$ cat src/rtl/phy_mgmt_map.svh
// constants of the transceiver management register bank: offsets, reset values, timing
// assumes the management link runs from one device clock of 250 MHz
`ifndef PHY_MGMT_MAP_SVH
`define PHY_MGMT_MAP_SVH

`define REG_CTRL 5'h00
`define REG_STATUS 5'h01
`define REG_ID_HIGH 5'h02
`define REG_ID_LOW 5'h03
`define REG_ADV 5'h04
`define REG_PARTNER 5'h05
`define REG_EXPANSION 5'h06
`define REG_NP_TX 5'h07
`define REG_PARTNER_NP 5'h08
`define REG_RMII_TEST 5'h10
`define REG_RX_CFG_IRQ 5'h11
`define REG_RX_EVT_IRQ 5'h12
`define REG_FAST_TX 5'h13
`define REG_RX_MODE 5'h14
`define REG_AUX_CTRL 5'h18
`define REG_AUX_STATUS 5'h19
`define REG_AUX_MODE2 5'h1B
`define REG_SLOW_STATUS 5'h1C
`define REG_AUX_PHY 5'h1E
`define REG_SHADOW_EN 5'h1F

`define RST_STATUS 16'h7849
`define RST_ADV 16'h05E1
`define RST_PARTNER 16'h0000
`define RST_EXPANSION 16'h0004
`define RST_NP_TX 16'h2001
`define RST_RMII_TEST 16'h1200
`define RST_RX_CFG_IRQ 16'h0000
`define RST_RX_EVT_IRQ 16'h0100
`define RST_FAST_TX 16'h0140
`define RST_RX_MODE 16'h000A
`define RST_AUX_CTRL 16'h0027
`define RST_AUX_STATUS 16'h0000
`define RST_AUX_MODE2 16'h000A
`define RST_SHADOW 16'h0000
`define RST_SLOW_STATUS 16'h0820
`define RST_AUX_PHY 16'h0000
`define RST_SHADOW_EN 16'h0000
`define RST_ZERO 16'h0000

// shadow select bit inside the enable register
`define SHADOW_SEL_BIT 7

// management frame fields
`define MDIO_PREAMBLE_BITS 6'h20
`define MDIO_HDR_LAST 4'hB
`define MDIO_DATA_LAST 4'hF
`define MDIO_OP_READ 2'h2
`define MDIO_OP_WRITE 2'h1

// timing
`define MCLK_PERIOD_NS 4
`define SOFT_RESET_NS 1000000
`define STRAP_SETTLE 2'h3

`endif

$ cat src/rtl/phy_mgmt_pkg.sv
// types of the transceiver management register bank
// assumes the constants header is included by the files that need offsets
package phy_mgmt_pkg;

   // basic control register layout, bit 15 first
   typedef struct packed {
      logic soft_reset;
      logic loopback;
      logic speed_100;
      logic neg_enable;
      logic power_down;
      logic isolate;
      logic neg_restart;
      logic full_duplex;
      logic collision_test;
      logic [6:0] reserved;
   } ctrl_t;

   // levels caught from the strap pins after hardware reset
   typedef struct packed {
      logic loopback;
      logic neg_enable;
      logic mode_0;
      logic mode_1;
      logic [4:0] phy_address;
   } strap_t;

   // one decoded management write
   typedef struct packed {
      logic valid;
      logic [4:0] addr;
      logic [15:0] data;
   } mgmt_write_t;

   typedef enum logic [2:0] {
      MDIO_PREAMBLE,
      MDIO_START,
      MDIO_HEADER,
      MDIO_TURN_READ,
      MDIO_TURN_WRITE,
      MDIO_READ_DATA,
      MDIO_WRITE_DATA
   } mdio_state_t;

endpackage
$ cat src/rtl/phy_management_register_bank.sv
// management register bank with its serial management slave and the control outputs
// assumes MDC and MDIO, straps and transmit enable are asynchronous pins; negotiation
// results and partner pages come from logic on mclk
`include "phy_mgmt_map.svh"
`timescale 1ns/1ps
`default_nettype none

module phy_management_register_bank #(
   parameter int unsigned SOFT_RESET_CYCLES = `SOFT_RESET_NS / `MCLK_PERIOD_NS,
   parameter logic [15:0] ID_HIGH = 16'h1234, // arbitrary value
   parameter logic [15:0] ID_LOW = 16'h5678 // arbitrary value
) (
   input wire logic mclk,
   input wire logic rst,
   input wire logic mdc,
   input wire logic mdio_in,
   output logic mdio_out,
   output logic mdio_oe_n,
   input wire logic loopback_strap,
   input wire logic negotiation_enable_strap,
   input wire logic mode_0_strap,
   input wire logic mode_1_strap,
   input wire logic [4:0] phy_address_strap,
   input wire logic fibre_mode,
   input wire logic tx_en,
   input wire logic neg_speed_100,
   input wire logic neg_full_duplex,
   input wire logic [15:0] partner_ability_in,
   input wire logic [15:0] partner_next_page_in,
   output logic loopback_on,
   output logic speed_100,
   output logic full_duplex,
   output logic negotiation_on,
   output logic negotiation_restart,
   output logic power_down,
   output logic isolate,
   output logic mac_oe_n,
   output logic collision,
   output logic soft_reset_busy
);

   localparam logic [17:0] SRST_LAST = 18'(SOFT_RESET_CYCLES - 1);

   // synchronisers: first stage read only by the second
   logic [2:0] mdc_s;
   logic [1:0] mdio_s, tx_en_s, fibre_s;
   logic [8:0] strap_s1, strap_s2;
   always_ff @(posedge mclk) begin
      mdc_s <= {mdc_s[1:0], mdc};
      mdio_s <= {mdio_s[0], mdio_in};
      tx_en_s <= {tx_en_s[0], tx_en};
      fibre_s <= {fibre_s[0], fibre_mode};
      // straps only need to settle, not align: they are taken well after reset
      strap_s1 <= {loopback_strap, negotiation_enable_strap, mode_0_strap,
                   mode_1_strap, phy_address_strap};
      strap_s2 <= strap_s1;
   end

   logic mdc_rise;
   assign mdc_rise = mdc_s[1] & ~mdc_s[2];

   // strap capture: waits for the synchronisers to settle after hardware reset
   phy_mgmt_pkg::strap_t strap_q;
   logic [1:0] strap_cnt_q;
   logic strap_done_q;
   logic strap_take;
   assign strap_take = !strap_done_q && strap_cnt_q == `STRAP_SETTLE;
   always_ff @(posedge mclk) begin
      if (rst) begin
         strap_cnt_q <= 2'h0;
         strap_done_q <= 1'b0;
         strap_q <= '0;
      end else if (strap_take) begin
         strap_done_q <= 1'b1;
         strap_q <= strap_s2[8:0]; // soft reset never comes here
      end else if (!strap_done_q) begin
         strap_cnt_q <= strap_cnt_q + 2'h1;
      end
   end

   // control defaults built from straps
   function automatic phy_mgmt_pkg::ctrl_t strap_ctrl(input phy_mgmt_pkg::strap_t s);
      phy_mgmt_pkg::ctrl_t c;
      c = '0;
      c.loopback = s.loopback;
      c.neg_enable = s.neg_enable;
      c.speed_100 = s.mode_0;
      c.full_duplex = s.mode_1;
      c.isolate = (s.phy_address == 5'h00);
      return c;
   endfunction

   // writable register reset values
   function automatic logic [15:0] reset_value(input logic [4:0] a);
      unique case (a)
         `REG_ADV: reset_value = `RST_ADV;
         `REG_NP_TX: reset_value = `RST_NP_TX;
         `REG_RMII_TEST: reset_value = `RST_RMII_TEST;
         `REG_FAST_TX: reset_value = `RST_FAST_TX;
         `REG_RX_MODE: reset_value = `RST_RX_MODE;
         `REG_AUX_CTRL: reset_value = `RST_AUX_CTRL;
         `REG_AUX_MODE2: reset_value = `RST_AUX_MODE2;
         `REG_AUX_PHY: reset_value = `RST_AUX_PHY;
         `REG_SHADOW_EN: reset_value = `RST_SHADOW_EN;
         default: reset_value = `RST_ZERO;
      endcase
   endfunction

   function automatic logic is_writable(input logic [4:0] a);
      is_writable = (a == `REG_ADV) || (a == `REG_NP_TX) || (a == `REG_RMII_TEST) ||
                    (a == `REG_FAST_TX) || (a == `REG_RX_MODE) || (a == `REG_AUX_CTRL) ||
                    (a == `REG_AUX_MODE2) || (a == `REG_AUX_PHY) || (a == `REG_SHADOW_EN);
   endfunction

   phy_mgmt_pkg::ctrl_t ctrl_q;
   logic [15:0] regs_q [0:31];
   logic [15:0] shadow_q;
   logic [17:0] srst_cnt_q;
   logic srst_done;
   phy_mgmt_pkg::mgmt_write_t wr_q;
   phy_mgmt_pkg::ctrl_t wr_ctrl;
   logic neg_eff;
   logic shadow_sel;

   assign wr_ctrl = phy_mgmt_pkg::ctrl_t'(wr_q.data);
   assign srst_done = ctrl_q.soft_reset && srst_cnt_q == SRST_LAST;
   // fibre or a strap-off negotiation leaves it disabled
   assign neg_eff = ctrl_q.neg_enable & strap_q.neg_enable & ~fibre_s[1];
   assign shadow_sel = regs_q[`REG_SHADOW_EN][`SHADOW_SEL_BIT];

   // basic control register
   always_ff @(posedge mclk) begin
      if (rst) begin
         ctrl_q <= '0;
      end else if (strap_take) begin
         ctrl_q <= strap_ctrl(strap_s2[8:0]);
      end else if (srst_done) begin
         ctrl_q <= strap_ctrl(strap_q); // self-clear, defaults from latched straps
      end else if (wr_q.valid && wr_q.addr == `REG_CTRL && !ctrl_q.soft_reset) begin
         // writes while soft reset runs are dropped
         ctrl_q.soft_reset <= wr_ctrl.soft_reset;
         ctrl_q.loopback <= wr_ctrl.loopback;
         ctrl_q.speed_100 <= wr_ctrl.speed_100;
         ctrl_q.full_duplex <= wr_ctrl.full_duplex;
         if (strap_q.neg_enable) begin
            ctrl_q.neg_enable <= wr_ctrl.neg_enable;
         end
         ctrl_q.power_down <= wr_ctrl.power_down;
         ctrl_q.isolate <= wr_ctrl.isolate;
         ctrl_q.collision_test <= wr_ctrl.collision_test;
      end
   end

   // soft reset duration counter
   // only its end matters; 18 bits cover 1 ms of mclk
   always_ff @(posedge mclk) begin
      if (rst || !ctrl_q.soft_reset) begin
         srst_cnt_q <= 18'h0_0000;
      end else begin
         srst_cnt_q <= srst_cnt_q + 18'h0_0001;
      end
   end

   // ordinary read/write registers and the shadow behind 1Bh
   always_ff @(posedge mclk) begin
      if (rst || srst_done) begin
         for (int i = 0; i < 32; i++) begin
            regs_q[i] <= reset_value(5'(i));
         end
         shadow_q <= `RST_SHADOW;
      // the select bit lives at 1Fh, so 1Bh writes reach the shadow only after setting it
      end else if (wr_q.valid && wr_q.addr == `REG_AUX_MODE2 && shadow_sel) begin
         shadow_q <= wr_q.data;
      end else if (wr_q.valid && is_writable(wr_q.addr)) begin
         regs_q[wr_q.addr] <= wr_q.data; // unmapped offsets fall through
      end
   end

   // read multiplexer
   function automatic logic [15:0] read_reg(input logic [4:0] a);
      unique case (a)
         // mask drops only the self-clearing restart bit, duplex stays visible
         `REG_CTRL: read_reg = {ctrl_q[15:7] & 9'h1FB, 7'h00}; // restart reads 0
         `REG_STATUS: read_reg = `RST_STATUS;
         `REG_ID_HIGH: read_reg = ID_HIGH;
         `REG_ID_LOW: read_reg = ID_LOW;
         `REG_PARTNER: read_reg = partner_ability_in;
         `REG_EXPANSION: read_reg = `RST_EXPANSION;
         `REG_PARTNER_NP: read_reg = partner_next_page_in;
         `REG_RX_CFG_IRQ: read_reg = `RST_RX_CFG_IRQ;
         `REG_RX_EVT_IRQ: read_reg = `RST_RX_EVT_IRQ;
         `REG_AUX_STATUS: read_reg = `RST_AUX_STATUS;
         `REG_SLOW_STATUS: read_reg = `RST_SLOW_STATUS;
         `REG_AUX_MODE2: read_reg = shadow_sel ? shadow_q : regs_q[a];
         default: read_reg = is_writable(a) ? regs_q[a] : `RST_ZERO;
      endcase
   endfunction

   // management frame slave, acting on rising MDC; read data moves after each rise
   phy_mgmt_pkg::mdio_state_t st_q;
   logic [5:0] pre_cnt_q;
   logic [3:0] bit_cnt_q;
   logic [15:0] shift_q;
   logic [11:0] hdr_q;
   logic [11:0] hdr_d;
   assign hdr_d = {hdr_q[10:0], mdio_s[1]};

   always_ff @(posedge mclk) begin
      if (rst) begin
         st_q <= phy_mgmt_pkg::MDIO_PREAMBLE;
         pre_cnt_q <= 6'h00;
         bit_cnt_q <= 4'h0;
         shift_q <= 16'h0000;
         hdr_q <= 12'h000;
         wr_q <= '0;
         mdio_out <= 1'b1;
         mdio_oe_n <= 1'b1;
      end else begin
         wr_q.valid <= 1'b0;
         if (mdc_rise) begin
            unique case (st_q)
               phy_mgmt_pkg::MDIO_PREAMBLE: begin
                  mdio_oe_n <= 1'b1;
                  if (mdio_s[1]) begin
                     if (pre_cnt_q != `MDIO_PREAMBLE_BITS) begin
                        pre_cnt_q <= pre_cnt_q + 6'h01;
                     end
                  end else begin
                     if (pre_cnt_q == `MDIO_PREAMBLE_BITS) begin
                        st_q <= phy_mgmt_pkg::MDIO_START;
                     end
                     pre_cnt_q <= 6'h00;
                  end
               end
               phy_mgmt_pkg::MDIO_START: begin
                  bit_cnt_q <= 4'h0;
                  st_q <= mdio_s[1] ? phy_mgmt_pkg::MDIO_HEADER : phy_mgmt_pkg::MDIO_PREAMBLE;
               end
               phy_mgmt_pkg::MDIO_HEADER: begin
                  hdr_q <= hdr_d;
                  bit_cnt_q <= bit_cnt_q + 4'h1;
                  if (bit_cnt_q == `MDIO_HDR_LAST) begin
                     bit_cnt_q <= 4'h0;
                     // other addresses and malformed codes fall back to preamble hunting
                     if (strap_done_q && hdr_d[9:5] == strap_q.phy_address &&
                         hdr_d[11:10] == `MDIO_OP_READ) begin
                        st_q <= phy_mgmt_pkg::MDIO_TURN_READ;
                        shift_q <= read_reg(hdr_d[4:0]);
                     end else if (strap_done_q && hdr_d[9:5] == strap_q.phy_address &&
                                  hdr_d[11:10] == `MDIO_OP_WRITE) begin
                        st_q <= phy_mgmt_pkg::MDIO_TURN_WRITE;
                     end else begin
                        st_q <= phy_mgmt_pkg::MDIO_PREAMBLE;
                     end
                  end
               end
               phy_mgmt_pkg::MDIO_TURN_READ: begin
                  mdio_oe_n <= 1'b0; // second turnaround bit driven low
                  mdio_out <= 1'b0;
                  st_q <= phy_mgmt_pkg::MDIO_READ_DATA;
               end
               phy_mgmt_pkg::MDIO_READ_DATA: begin
                  mdio_out <= shift_q[15];
                  shift_q <= {shift_q[14:0], 1'b0};
                  bit_cnt_q <= bit_cnt_q + 4'h1;
                  if (bit_cnt_q == `MDIO_DATA_LAST) begin
                     st_q <= phy_mgmt_pkg::MDIO_PREAMBLE; // release on next rise
                  end
               end
               phy_mgmt_pkg::MDIO_TURN_WRITE: begin
                  bit_cnt_q <= bit_cnt_q + 4'h1;
                  if (bit_cnt_q[0]) begin
                     bit_cnt_q <= 4'h0;
                     st_q <= phy_mgmt_pkg::MDIO_WRITE_DATA;
                  end
               end
               phy_mgmt_pkg::MDIO_WRITE_DATA: begin
                  shift_q <= {shift_q[14:0], mdio_s[1]};
                  bit_cnt_q <= bit_cnt_q + 4'h1;
                  if (bit_cnt_q == `MDIO_DATA_LAST) begin
                     wr_q.valid <= 1'b1;
                     wr_q.addr <= hdr_q[4:0];
                     wr_q.data <= {shift_q[14:0], mdio_s[1]};
                     st_q <= phy_mgmt_pkg::MDIO_PREAMBLE;
                  end
               end
            endcase
         end
      end
   end

   // operating mode outputs, all registered
   always_ff @(posedge mclk) begin
      if (rst) begin
         loopback_on <= 1'b0;
         speed_100 <= 1'b0;
         full_duplex <= 1'b0;
         negotiation_on <= 1'b0;
         power_down <= 1'b0;
         isolate <= 1'b0;
         mac_oe_n <= 1'b1;
         soft_reset_busy <= 1'b0;
      end else begin
         loopback_on <= ctrl_q.loopback;
         // negotiated results win while negotiation runs
         speed_100 <= neg_eff ? neg_speed_100 : ctrl_q.speed_100;
         full_duplex <= neg_eff ? neg_full_duplex : ctrl_q.full_duplex;
         negotiation_on <= neg_eff;
         power_down <= ctrl_q.power_down;
         isolate <= ctrl_q.isolate;
         mac_oe_n <= ctrl_q.isolate; // MAC-side outputs float while isolated
         soft_reset_busy <= ctrl_q.soft_reset;
      end
   end

   // restart pulse, dropped when negotiation is off
   // gated on the enable standing before the write, not the value being written
   always_ff @(posedge mclk) begin
      if (rst) begin
         negotiation_restart <= 1'b0;
      end else begin
         negotiation_restart <= wr_q.valid && wr_q.addr == `REG_CTRL && wr_ctrl.neg_restart &&
                                !ctrl_q.soft_reset && neg_eff;
      end
   end

   // collision test: a few mclk cycles, far inside 4 bit times at 100 Mb/s
   // registered, so the pin trails the tx_en pin by about three mclk
   always_ff @(posedge mclk) begin
      if (rst) begin
         collision <= 1'b0;
      end else begin
         collision <= ctrl_q.collision_test & ctrl_q.loopback & tx_en_s[1];
      end
   end

   // checks, all on mclk; rst is synchronous, so disable iff covers it
   // mac_oe_n resets high while isolate resets low: skip the edge right after reset
   isolate_gates_mac_a: assert property (@(posedge mclk) disable iff (rst)
      !$past(rst) |-> mac_oe_n == $past(ctrl_q.isolate))
      else $error("MAC enable does not follow isolate");
   collision_needs_loop_a: assert property (@(posedge mclk) disable iff (rst)
      collision |-> $past(ctrl_q.loopback) && $past(ctrl_q.collision_test))
      else $error("collision raised outside loop-back test");
   collision_timing_a: assert property (@(posedge mclk) disable iff (rst)
      (ctrl_q.collision_test && ctrl_q.loopback && tx_en_s[1])[*2] |-> collision)
      else $error("collision late after transmit enable");
   restart_gated_a: assert property (@(posedge mclk) disable iff (rst)
      negotiation_restart |-> $past(neg_eff))
      else $error("restart while negotiation disabled");
   fibre_no_neg_a: assert property (@(posedge mclk) disable iff (rst)
      fibre_s[1] |=> !negotiation_on)
      else $error("negotiation on in fibre mode");
   forced_speed_a: assert property (@(posedge mclk) disable iff (rst)
      !neg_eff |=> speed_100 == $past(ctrl_q.speed_100))
      else $error("forced speed not applied");
   forced_duplex_a: assert property (@(posedge mclk) disable iff (rst)
      neg_eff |=> full_duplex == $past(neg_full_duplex))
      else $error("forced duplex leaked while negotiating");
   srst_blocks_write_a: assert property (@(posedge mclk) disable iff (rst)
      ctrl_q.soft_reset && !srst_done |=> $stable(ctrl_q[14:7]))
      else $error("control changed during soft reset");
   srst_end_a: assert property (@(posedge mclk) disable iff (rst)
      srst_done |=> !ctrl_q.soft_reset && ctrl_q == strap_ctrl(strap_q))
      else $error("soft reset did not restore strap defaults");
   unmapped_zero_a: assert property (@(posedge mclk) disable iff (rst)
      read_reg(5'h0A) == `RST_ZERO)
      else $error("unmapped offset reads nonzero");

endmodule // phy_management_register_bank

`default_nettype wire

$ cat config.mk
export PLATFORM = sky130hd
export DESIGN_NAME = phy_management_register_bank
export DESIGN_NICKNAME = d
export VERILOG_FILES = /design/src/rtl/phy_mgmt_pkg.sv /design/src/rtl/phy_management_register_bank.sv
export VERILOG_INCLUDE_DIRS = /design/src /design/src/rtl
export SDC_FILE = /design/constraint.sdc
export NUM_CORES = 1
export LEC_CHECK = 0
export BUFFER_PORTS_ARGS = -buffer_cell sky130_fd_sc_hd__buf_4
export CORE_MARGIN = 2
export CORE_UTILIZATION = 33
export CTS_BUF_LIST = sky130_fd_sc_hd__clkbuf_4 sky130_fd_sc_hd__clkbuf_8
export DETAILED_ROUTE_END_ITERATION = 10
export SETUP_SLACK_MARGIN = 0.05
export SYNTH_ARGS = -nofsm -noshare
export SYNTH_HDL_FRONTEND = slang
export SYNTH_SLANG_ARGS = --single-unit
export TNS_END_PERCENT = 50
$ cat constraint.sdc
create_clock -name mclk -period 7.7 [get_ports mclk]
set_clock_uncertainty 0.1 [all_clocks]
set_input_delay 1.54 -clock mclk [delete_from_list [all_inputs] [get_ports mclk]]
set_output_delay 1.54 -clock mclk [all_outputs]
set_load 0.02 [all_outputs]
======== Word level (Yosys, flattened, before mapping) ========
Memories as Yosys holds them, arrays and structs flattened.
Cells that the tools add are included.
operators by class
  add/sub/neg operators ................... 4
  equal/unequal tests ..................... 50
  mux-type cells .......................... 47
  bitwise gates (word level) .............. 11
  reductions and logical operators ........ 59
operators with widths
  cell                     count
  $mux W16                 12
  $pmux W16 S11            1
  $eq A5 B5 Y1 const B     18
  $pmux W16 S3             1
  $eq A5 B3 Y1 const B     6
  $mux W22                 1
  $mux W3                  7
  $logic_not A5 Y1         4
  $add A18 B1 Y18 const B  1
  $eq A18 B18 Y1 const B   1
  $logic_or A1 B1 Y1       18
  $pmux W3 S6              1
  $pmux W4 S4              1
  $reduce_or A16 Y1        1
  $mux W15                 1
  $mux W5                  3
  $logic_and A1 B1 Y1      13
  $mux W6                  2
  $reduce_and A2 Y1        6
  $eq A5 B2 Y1 const B     2
  $mux W1                  10
  $ne A2 B2 Y1 const B     5
  $eq A3 B3 Y1 const B     3
  $reduce_bool A3 Y1       3
  other kinds (28)         50
word-level totals
  register bits ........................... 155
  bits in writable memories ............... 512
  input port bits ......................... 49
  output and inout port bits .............. 12
  word-level logic and storage cells ...... 215
  memories ................................ 1
memories
  memory  depth  width  read ports  clocked after memory_dff  wr ports  RTL line                             source
  regs_q  32     16     2           0                         32        phy_management_register_bank.sv:116  logic [15:0] regs_q [0:31];

======== Longest topological paths before layout ========
Gate-level depths: netlist of run 1.
  depth in word-level cells ............... 16
  depth in mapped cells ................... 11
  gate-level depth less buffers ........... 8

======== Worst setup path before layout of run 1 ========
Ideal clock, no wire load.
  kind .................................... input to register
  start point ............................. input rst
  end point ............................... memory regs_q[20][0] (enable)
  library setup time ...................... 0.373 ns
  arrival ................................. 3.240 ns
  setup slack ............................. 3.987 ns
  stages .................................. 7
  buffers on the path ..................... 2
  cell sequence ........................... clkbuf_1 -> inv_1 -> o21ai_4 -> nor4b_2 -> and3_1 -> buf_6 -> or2_1
RTL lines
  element      RTL line                             source
  from (decl)  phy_management_register_bank.sv:14   input wire logic rst,
  to (decl)    phy_management_register_bank.sv:116

==> results.ini, run 1 <==
[status]
outcome = complete, no violations

[worst_hold_path]
hp-class = register to register

[setup_path]
worstSetupEndpoint = regs_q[30][7]
critPathLaunchType = input pin
r2r-end = shift_q[6]
worstPathMaxFanout = 71
rr_startpoint = st_q[1]
rr_worst_depth = 5
worstPathArrival_ns = 4.09
worstSetupPathType = input pin to register
critical_path.startpoint = rst
rrSetupSlack_ns = 3.96
required_ns = 7.99
worst_setup_path_end_kind = register

[detailed_routing]
ant_nets = 0
viasPerCell = 4.92
drt-pass1-iter-count = 6
vias = 17600
drtIter0Drc = 1882
avgRoutedWirePerCell_um = 21.3
routed_wirelength_um = 76200
drcViolationCount = 0

[finish]
layout.nets = 2447
drive_gt1_frac = 0.166
final_cell_mix = edfxtp_1 (512), conb_1 (368), nand2_1 (171), dfxtp_1 (152), clkbuf_8 (116)
syn_to_final_growth_pct = 19.7
design_area_mm2 = 0.0330
final_common_cell = edfxtp_1

[sta]
tightest_slew_ns = 1.17
max_slew_margin = 0.211
fmax_mhz = 263
whs_ns = 0.228
finalHoldViolations = 0
rsz0062_at_grt = false
setup_viol = 0
period_share = 0.493
finalSetupTns_ns = 0
slew_viol_final = 0
finalCriticalPeriod_ns = 3.80

[run]
drv_cap = 0

[placed_design]
dp_hpwl_um = 50100
place_area_mm2 = 0.0305
place.gp.congestion = 0.907
numPortBuffers = 60

[clocking]
cts-root-buf = clkbuf_8
numCtsBuffers = 111
cts-resized-gates = 0
cts_tree = built
path_clk_slew_ns = 0.06
clk_latency_ns = 0.76
cts.htree.levels = 3
hold_buffers = 0
cts_buffer_depth = 3
cts_sinks = 667
cts_setup_buffers = 0

[synth]
ys_types = 77
synthFlopType = edfxtp_1
ys_seq_area_frac = 0.670
async_flop_share = 0
syn_inst = 1944
synth_warnings = 0
syn-cell-area_mm2 = 0.0276
avgSynthCellArea_um2 = 14.2
synth-edff-count = 512
synth_seq_cells = 667

[global_routing]
grt_pass1_wl_um = 113000
grt_pass1_vias = 17600
grt_max_degree = 83
antenna_found_initial = 6
grt.overflow.total = 0
grt_usage = 0.177

[floorplanning]
rows = 106
die_w_um = 293
die_area_mm2 = 0.0859
core_area_mm2 = 0.0832
initial_core_util = 0.332
die_h_um = 293
io_pins = 61

[pwr]
peakVddDrop_mv = 0.117
leakage_nw = 12.4
p_per_area_mw_per_mm2 = 240

-- worst max-delay path, stage by stage --
cell	delay, ns
buf_4	0.30
inv_1	0.25
o21ai_4	0.11
buf_4	0.36
nor4_2	0.95
or2_2	0.49
-- flip-flops by register name, indices dropped and copies added, names as in the netlist, 8 cells and up --
| register | flops |
|---|---|
| ctrl_q | 8 |
| hdr_q | 11 |
| regs_q | 512 |
| shadow_q | 16 |
| shift_q | 16 |
| srst_cnt_q | 18 |
| strap_q | 9 |
| strap_s1 | 9 |
| strap_s2 | 9 |
| wr_ctrl | 16 |
-- how the worst min path moves through the flow --
stage	start	end	slack (ns)	cells after the start
floorplan	fibre_s[0]	fibre_s[1]	0.21	0
global placement	tx_en_s[0]	tx_en_s[1]	0.21	0
detailed placement	strap_s1[1]	strap_s2[1]	0.21	0
CTS	strap_s1[6]	strap_s2[6]	0.23	0
global route	strap_s1[5]	strap_s2[5]	0.23	0
finish	strap_s1[6]	strap_s2[6]	0.23	0
-- report_power, final --
group | switching [mW] | internal (mW) | leakage [nW]
sequential | 0.0657 | 4.04 | 6.28
combinational | 0.243 | 0.152 | 4.84
clock | 1.49 | 1.93 | 1.29
total | 1.80 | 6.13 | 12.4
-- through the flow --
| step | setup slack (ns) | util | power (mW) | instances |
|---|---|---|---|---|
| CTS | 3.95 | 0.397 | 8.01 | 3567 |
| finish | 3.90 | 0.397 | 7.93 | 3568 |
| global route | 3.57 | 0.397 | 8.21 | 3567 |
| floorplan | 3.99 | - | 4.42 | 2311 |
| detailed placement | 3.16 | 0.367 | 4.58 | 3359 |
| global placement | 3.22 | 0.367 | 4.56 | 3359 |
-- cell families (layout without fill, tap and decap cells) --
| logic type | Yosys count | in the layout | share of synthesized area |
|---|---|---|---|
| DFF | 667 | 667 | 0.670 |
| and+or+nand+nor | 567 | 567 | 0.106 |
| AOI/OAI and AO/OA | 321 | 321 | 0.0764 |
| muxes | 198 | 198 | 0.112 |
| buffers and inverters | 158 | 334 | 0.0246 |
| xor gates and xnor gates | 26 | 26 | 0.00826 |
| adders and majority gates | 6 | 6 | 0.00272 |
| other | 1 | 369 | 0.000136 |
-- synthesized netlist by cell type, types with 23 or more instances --
| library cell | number | area share |
|---|---|---|
| nand2_1 | 171 | 0.023 |
| nor3_1 | 23 | 0.0042 |
| o22ai_1 | 26 | 0.0059 |
| clkbuf_1 | 95 | 0.013 |
| o21ai_0 | 59 | 0.011 |
| and2_1 | 83 | 0.019 |
| a21oi_1 | 97 | 0.018 |
| and3_1 | 67 | 0.015 |
| nor2_1 | 91 | 0.012 |
| mux4_2 | 87 | 0.071 |
| dfxtp_1 | 155 | 0.11 |
| mux2i_1 | 104 | 0.038 |
| edfxtp_1 | 512 | 0.56 |
| nand2b_1 | 26 | 0.0059 |
-- metal layers --
layer / global-route usage / vias to the layer above / routed length [um]
li1: - / 7978 / -
met4: 0.0725 / 2 / 2960
met3: 0.0364 / 175 / 6160
met1: 0.236 / 8689 / 31900
met5: 0 / - / 20
met2: 0.283 / 720 / 35100
-- area by class of cell --
cell class	count	area, um^2
Fill cell	7719	50200
Antenna cell	1	2.50
Multi-Input combinational cell	1486	9820
Inverter	20	75.1
Clock buffer	151	1860
Clock inverter	57	597
Timing Repair Buffer	106	808
Tap cell	1080	1350
Sequential cell	667	18500
No activity file was read; power rests on OpenSTA's default activity.
==> run 2, diff against run 1 <==
==> constraint.sdc (replaced) <==
create_clock -name mclk -period 3.8 [get_ports mclk]
set_clock_uncertainty 0.1 [all_clocks]
set_input_delay 0.76 -clock mclk [delete_from_list [all_inputs] [get_ports mclk]]
set_output_delay 0.76 -clock mclk [all_outputs]
set_load 0.02 [all_outputs]
==> run 2 against run 1 <==
Against the previous run: worst setup slack got worse by 3.3 ns; clock power rose by 86%; via count rose by 2.4%; critical path type is now register to register; highest routed layer is now met4; cell count rose by 0.64%.
==> results.ini, run 2 (synthesis results as in run 1) <==
[status]
outcome = complete, no violations  ; unchanged

[clocking]
numCtsBuffers = 106  ; was 111
cts-resized-gates = 0  ; unchanged
cts_tree = built  ; unchanged
cts_buffer_depth = 3  ; unchanged
cts_sinks = 667  ; unchanged
clk_latency_ns = 0.72  ; was 0.76 ns
cts_setup_buffers = 0  ; unchanged
cts-root-buf = clkbuf_8  ; unchanged
cts.htree.levels = 3  ; unchanged
path_clk_slew_ns = 0.06  ; about the same
hold_buffers = 0  ; unchanged

[global_routing]
grt_max_degree = 71  ; was 83
grt_pass1_wl_um = 114000  ; was 113,000 um
grt_pass1_vias = 17900  ; was 17,600
grt_usage = 0.178  ; was 0.177
grt.overflow.total = 0  ; unchanged
antenna_found_initial = 1  ; was 6

[detailed_routing]
vias = 18000  ; was 17,600
drt-pass1-iter-count = 6  ; unchanged
drcViolationCount = 0  ; unchanged
routed_wirelength_um = 76900  ; was 76,200 um
avgRoutedWirePerCell_um = 21.4  ; was 21.3 um
ant_nets = 0  ; unchanged
drtIter0Drc = 1691  ; was 1,882
viasPerCell = 5.01  ; was 4.92

[setup_path]
cp_num_buf_inv = 1  ; was 3
critical_path_depth = 7  ; was 6
critPathTopFamily = compound AO/OA/AOI/OAI gates  ; was simple AND/OR/NAND/NOR gates
rr_worst_depth = 7  ; was 5
cp_cell_sequence = buf_12 -> mux4_2 -> nand2_1 -> nand2_1 -> a221oi_1 -> o31ai_1 -> a32o_1  ; was buf_4 -> inv_1 -> o21ai_4 -> buf_4 -> nor4_2 -> or2_2
rr_startpoint = mdio_s[1]  ; was st_q[1]
worstPathArrival_ns = 3.69  ; was 4.09 ns
required_ns = 4.29  ; was 7.99 ns
critical_path.startpoint = mdio_s[1]  ; was rst
worstSetupEndpoint = shift_q[3]  ; was regs_q[30][7]
slowest_stage = dfxtp_4  ; was nor4_2
r2r-end = shift_q[3]  ; was shift_q[6]
critPathLaunchType = register  ; was input pin
crit_path_max_incr_delay_ns = 0.78  ; was 0.95 ns
worst_setup_path_end_kind = register  ; unchanged
worstPathMaxFanout = 30  ; was 71
rrSetupSlack_ns = 0.60  ; was 3.96 ns
critPathMostFrequentCell = nand2_1  ; was buf_4
worstSetupPathType = register to register  ; was input pin to register

[finish]
multiInputGateArea_mm2 = 0.00982  ; about the same
register_area_mm2 = 0.0185  ; unchanged
final_common_cell = edfxtp_1  ; unchanged
final_cell_mix = edfxtp_1 (512), conb_1 (368), nand2_1 (171), dfxtp_1 (152), buf_4 (142)  ; was edfxtp_1 (512), conb_1 (368), nand2_1 (171), dfxtp_1 (152), clkbuf_8 (116)
syn_to_final_growth_pct = 19.9  ; was 19.7%
drive_gt1_frac = 0.173  ; was 0.166
diodes = 0  ; was 1
reg_top3 = regs_q (512), srst_cnt_q (18)  ; unchanged
largest-register = regs_q  ; unchanged
largest_reg_flops = 512  ; unchanged
layout.nets = 2482  ; was 2,447
n_fill_cell = 7770  ; was 7,719

[pwr]
swShare = 0.223  ; was 0.227
p_per_area_mw_per_mm2 = 470  ; was 240 mW/mm^2
power_frac_comb = 0.055  ; was 0.050
leakage_nw = 12.5  ; was 12.4 nW
p_int_mw = 12.1  ; was 6.13 mW
seqPwrFrac = 0.536  ; was 0.519
peakVddDrop_mv = 0.241  ; was 0.117 mV
switching_power_mw = 3.46  ; was 1.80 mW
clock_power_share = 0.409  ; was 0.432

[floorplanning]
die_area_mm2 = 0.0859  ; unchanged
core_area_mm2 = 0.0832  ; unchanged
rows = 106  ; unchanged
die_w_um = 293  ; unchanged
die_h_um = 293  ; unchanged
initial_core_util = 0.332  ; unchanged
io_pins = 61  ; unchanged

[placed_design]
pre_cts_ws_ns = 0.612  ; was 3.16 ns
place.gp.congestion = 0.931  ; was 0.907
dp_hpwl_um = 51100  ; was 50,100 um
numPortBuffers = 60  ; unchanged

[sta]
finalCriticalPeriod_ns = 3.20
period_share = 0.841
rsz0062_at_grt = false  ; unchanged
finalHoldViolations = 0  ; unchanged
setup_viol = 0  ; unchanged
max_slew_margin = 0.252  ; was 0.211
tightest_slew_ns = 1.12  ; was 1.17 ns
slew_viol_final = 0  ; unchanged
worst_slack_ns = 0.605  ; was 3.90 ns
fmax_mhz = 313
finalSetupTns_ns = 0  ; unchanged

[run]
drv_cap = 0  ; unchanged

[worst_hold_path]
hp-class = input pin to register  ; was register to register

-- run 2: routing by layer --
| layer | routed length, um | global-route usage | vias up |
|---|---|---|---|
| li1 | - | - | 8030 |
| met1 | 32100 | 0.238 | 8964 |
| met2 | 35700 | 0.283 | 831 |
| met3 | 6340 | 0.0356 | 165 |
| met4 | 2780 | 0.0720 | 0 |
| met5 | 0 | 0 | - |
-- run 2: area by class of cell --
| cell class | instances | share of cell area |
|---|---|---|
| Clock buffer | 148 | 0.0548 |
| Inverter | 20 | 0.00227 |
| Sequential cell | 667 | 0.559 |
| Multi-Input combinational cell | 1486 | 0.297 |
| Clock inverter | 44 | 0.0112 |
| Timing Repair Buffer | 146 | 0.0347 |
| Tap cell | 1080 | 0.0409 |
-- run 2: worst min-delay path by stage --
stage	end	startpoint	depth (start not counted)	slack (ns)
CTS	mdio_s[0]	mdio_in	1	0.002
floorplan	fibre_s[1]	fibre_s[0]	0	0.21
detailed placement	strap_s2[8]	strap_s1[8]	0	0.21
finish	strap_s1[3]	phy_address_strap[3]	1	0.05
global placement	strap_s2[5]	strap_s1[5]	0	0.22
global route	strap_s1[2]	phy_address_strap[2]	1	0.03
-- run 2: power by group through the flow --
stage               registers [mW]  clock network (mW)  logic, mW
CTS                           8.33                6.49      0.840
detailed placement            8.48                   0      0.838
finish                        8.32                6.35      0.849
global route                  8.35                6.79      0.923
global placement              8.46                   0      0.822
floorplan                     8.42                   0      0.530
-- run 2: through the flow --
| step | cells | instance area [um^2] | utilization | hold slack (ns) | power, mW |
|---|---|---|---|---|---|
| 2_1_floorplan | 2311 | 29000 | - | 0.210 | 8.95 |
| 3_3_place_gp | 3399 | 30900 | 0.371 | 0.215 | 9.29 |
| 3_5_place_dp | 3399 | 30900 | 0.371 | 0.212 | 9.32 |
| 4_1_cts | 3591 | 33100 | 0.398 | 0.00243 | 15.7 |
| 5_1_grt | 3591 | 33100 | 0.398 | 0.0276 | 16.1 |
| 6_report | 3591 | 33100 | 0.398 | 0.0506 | 15.5 |
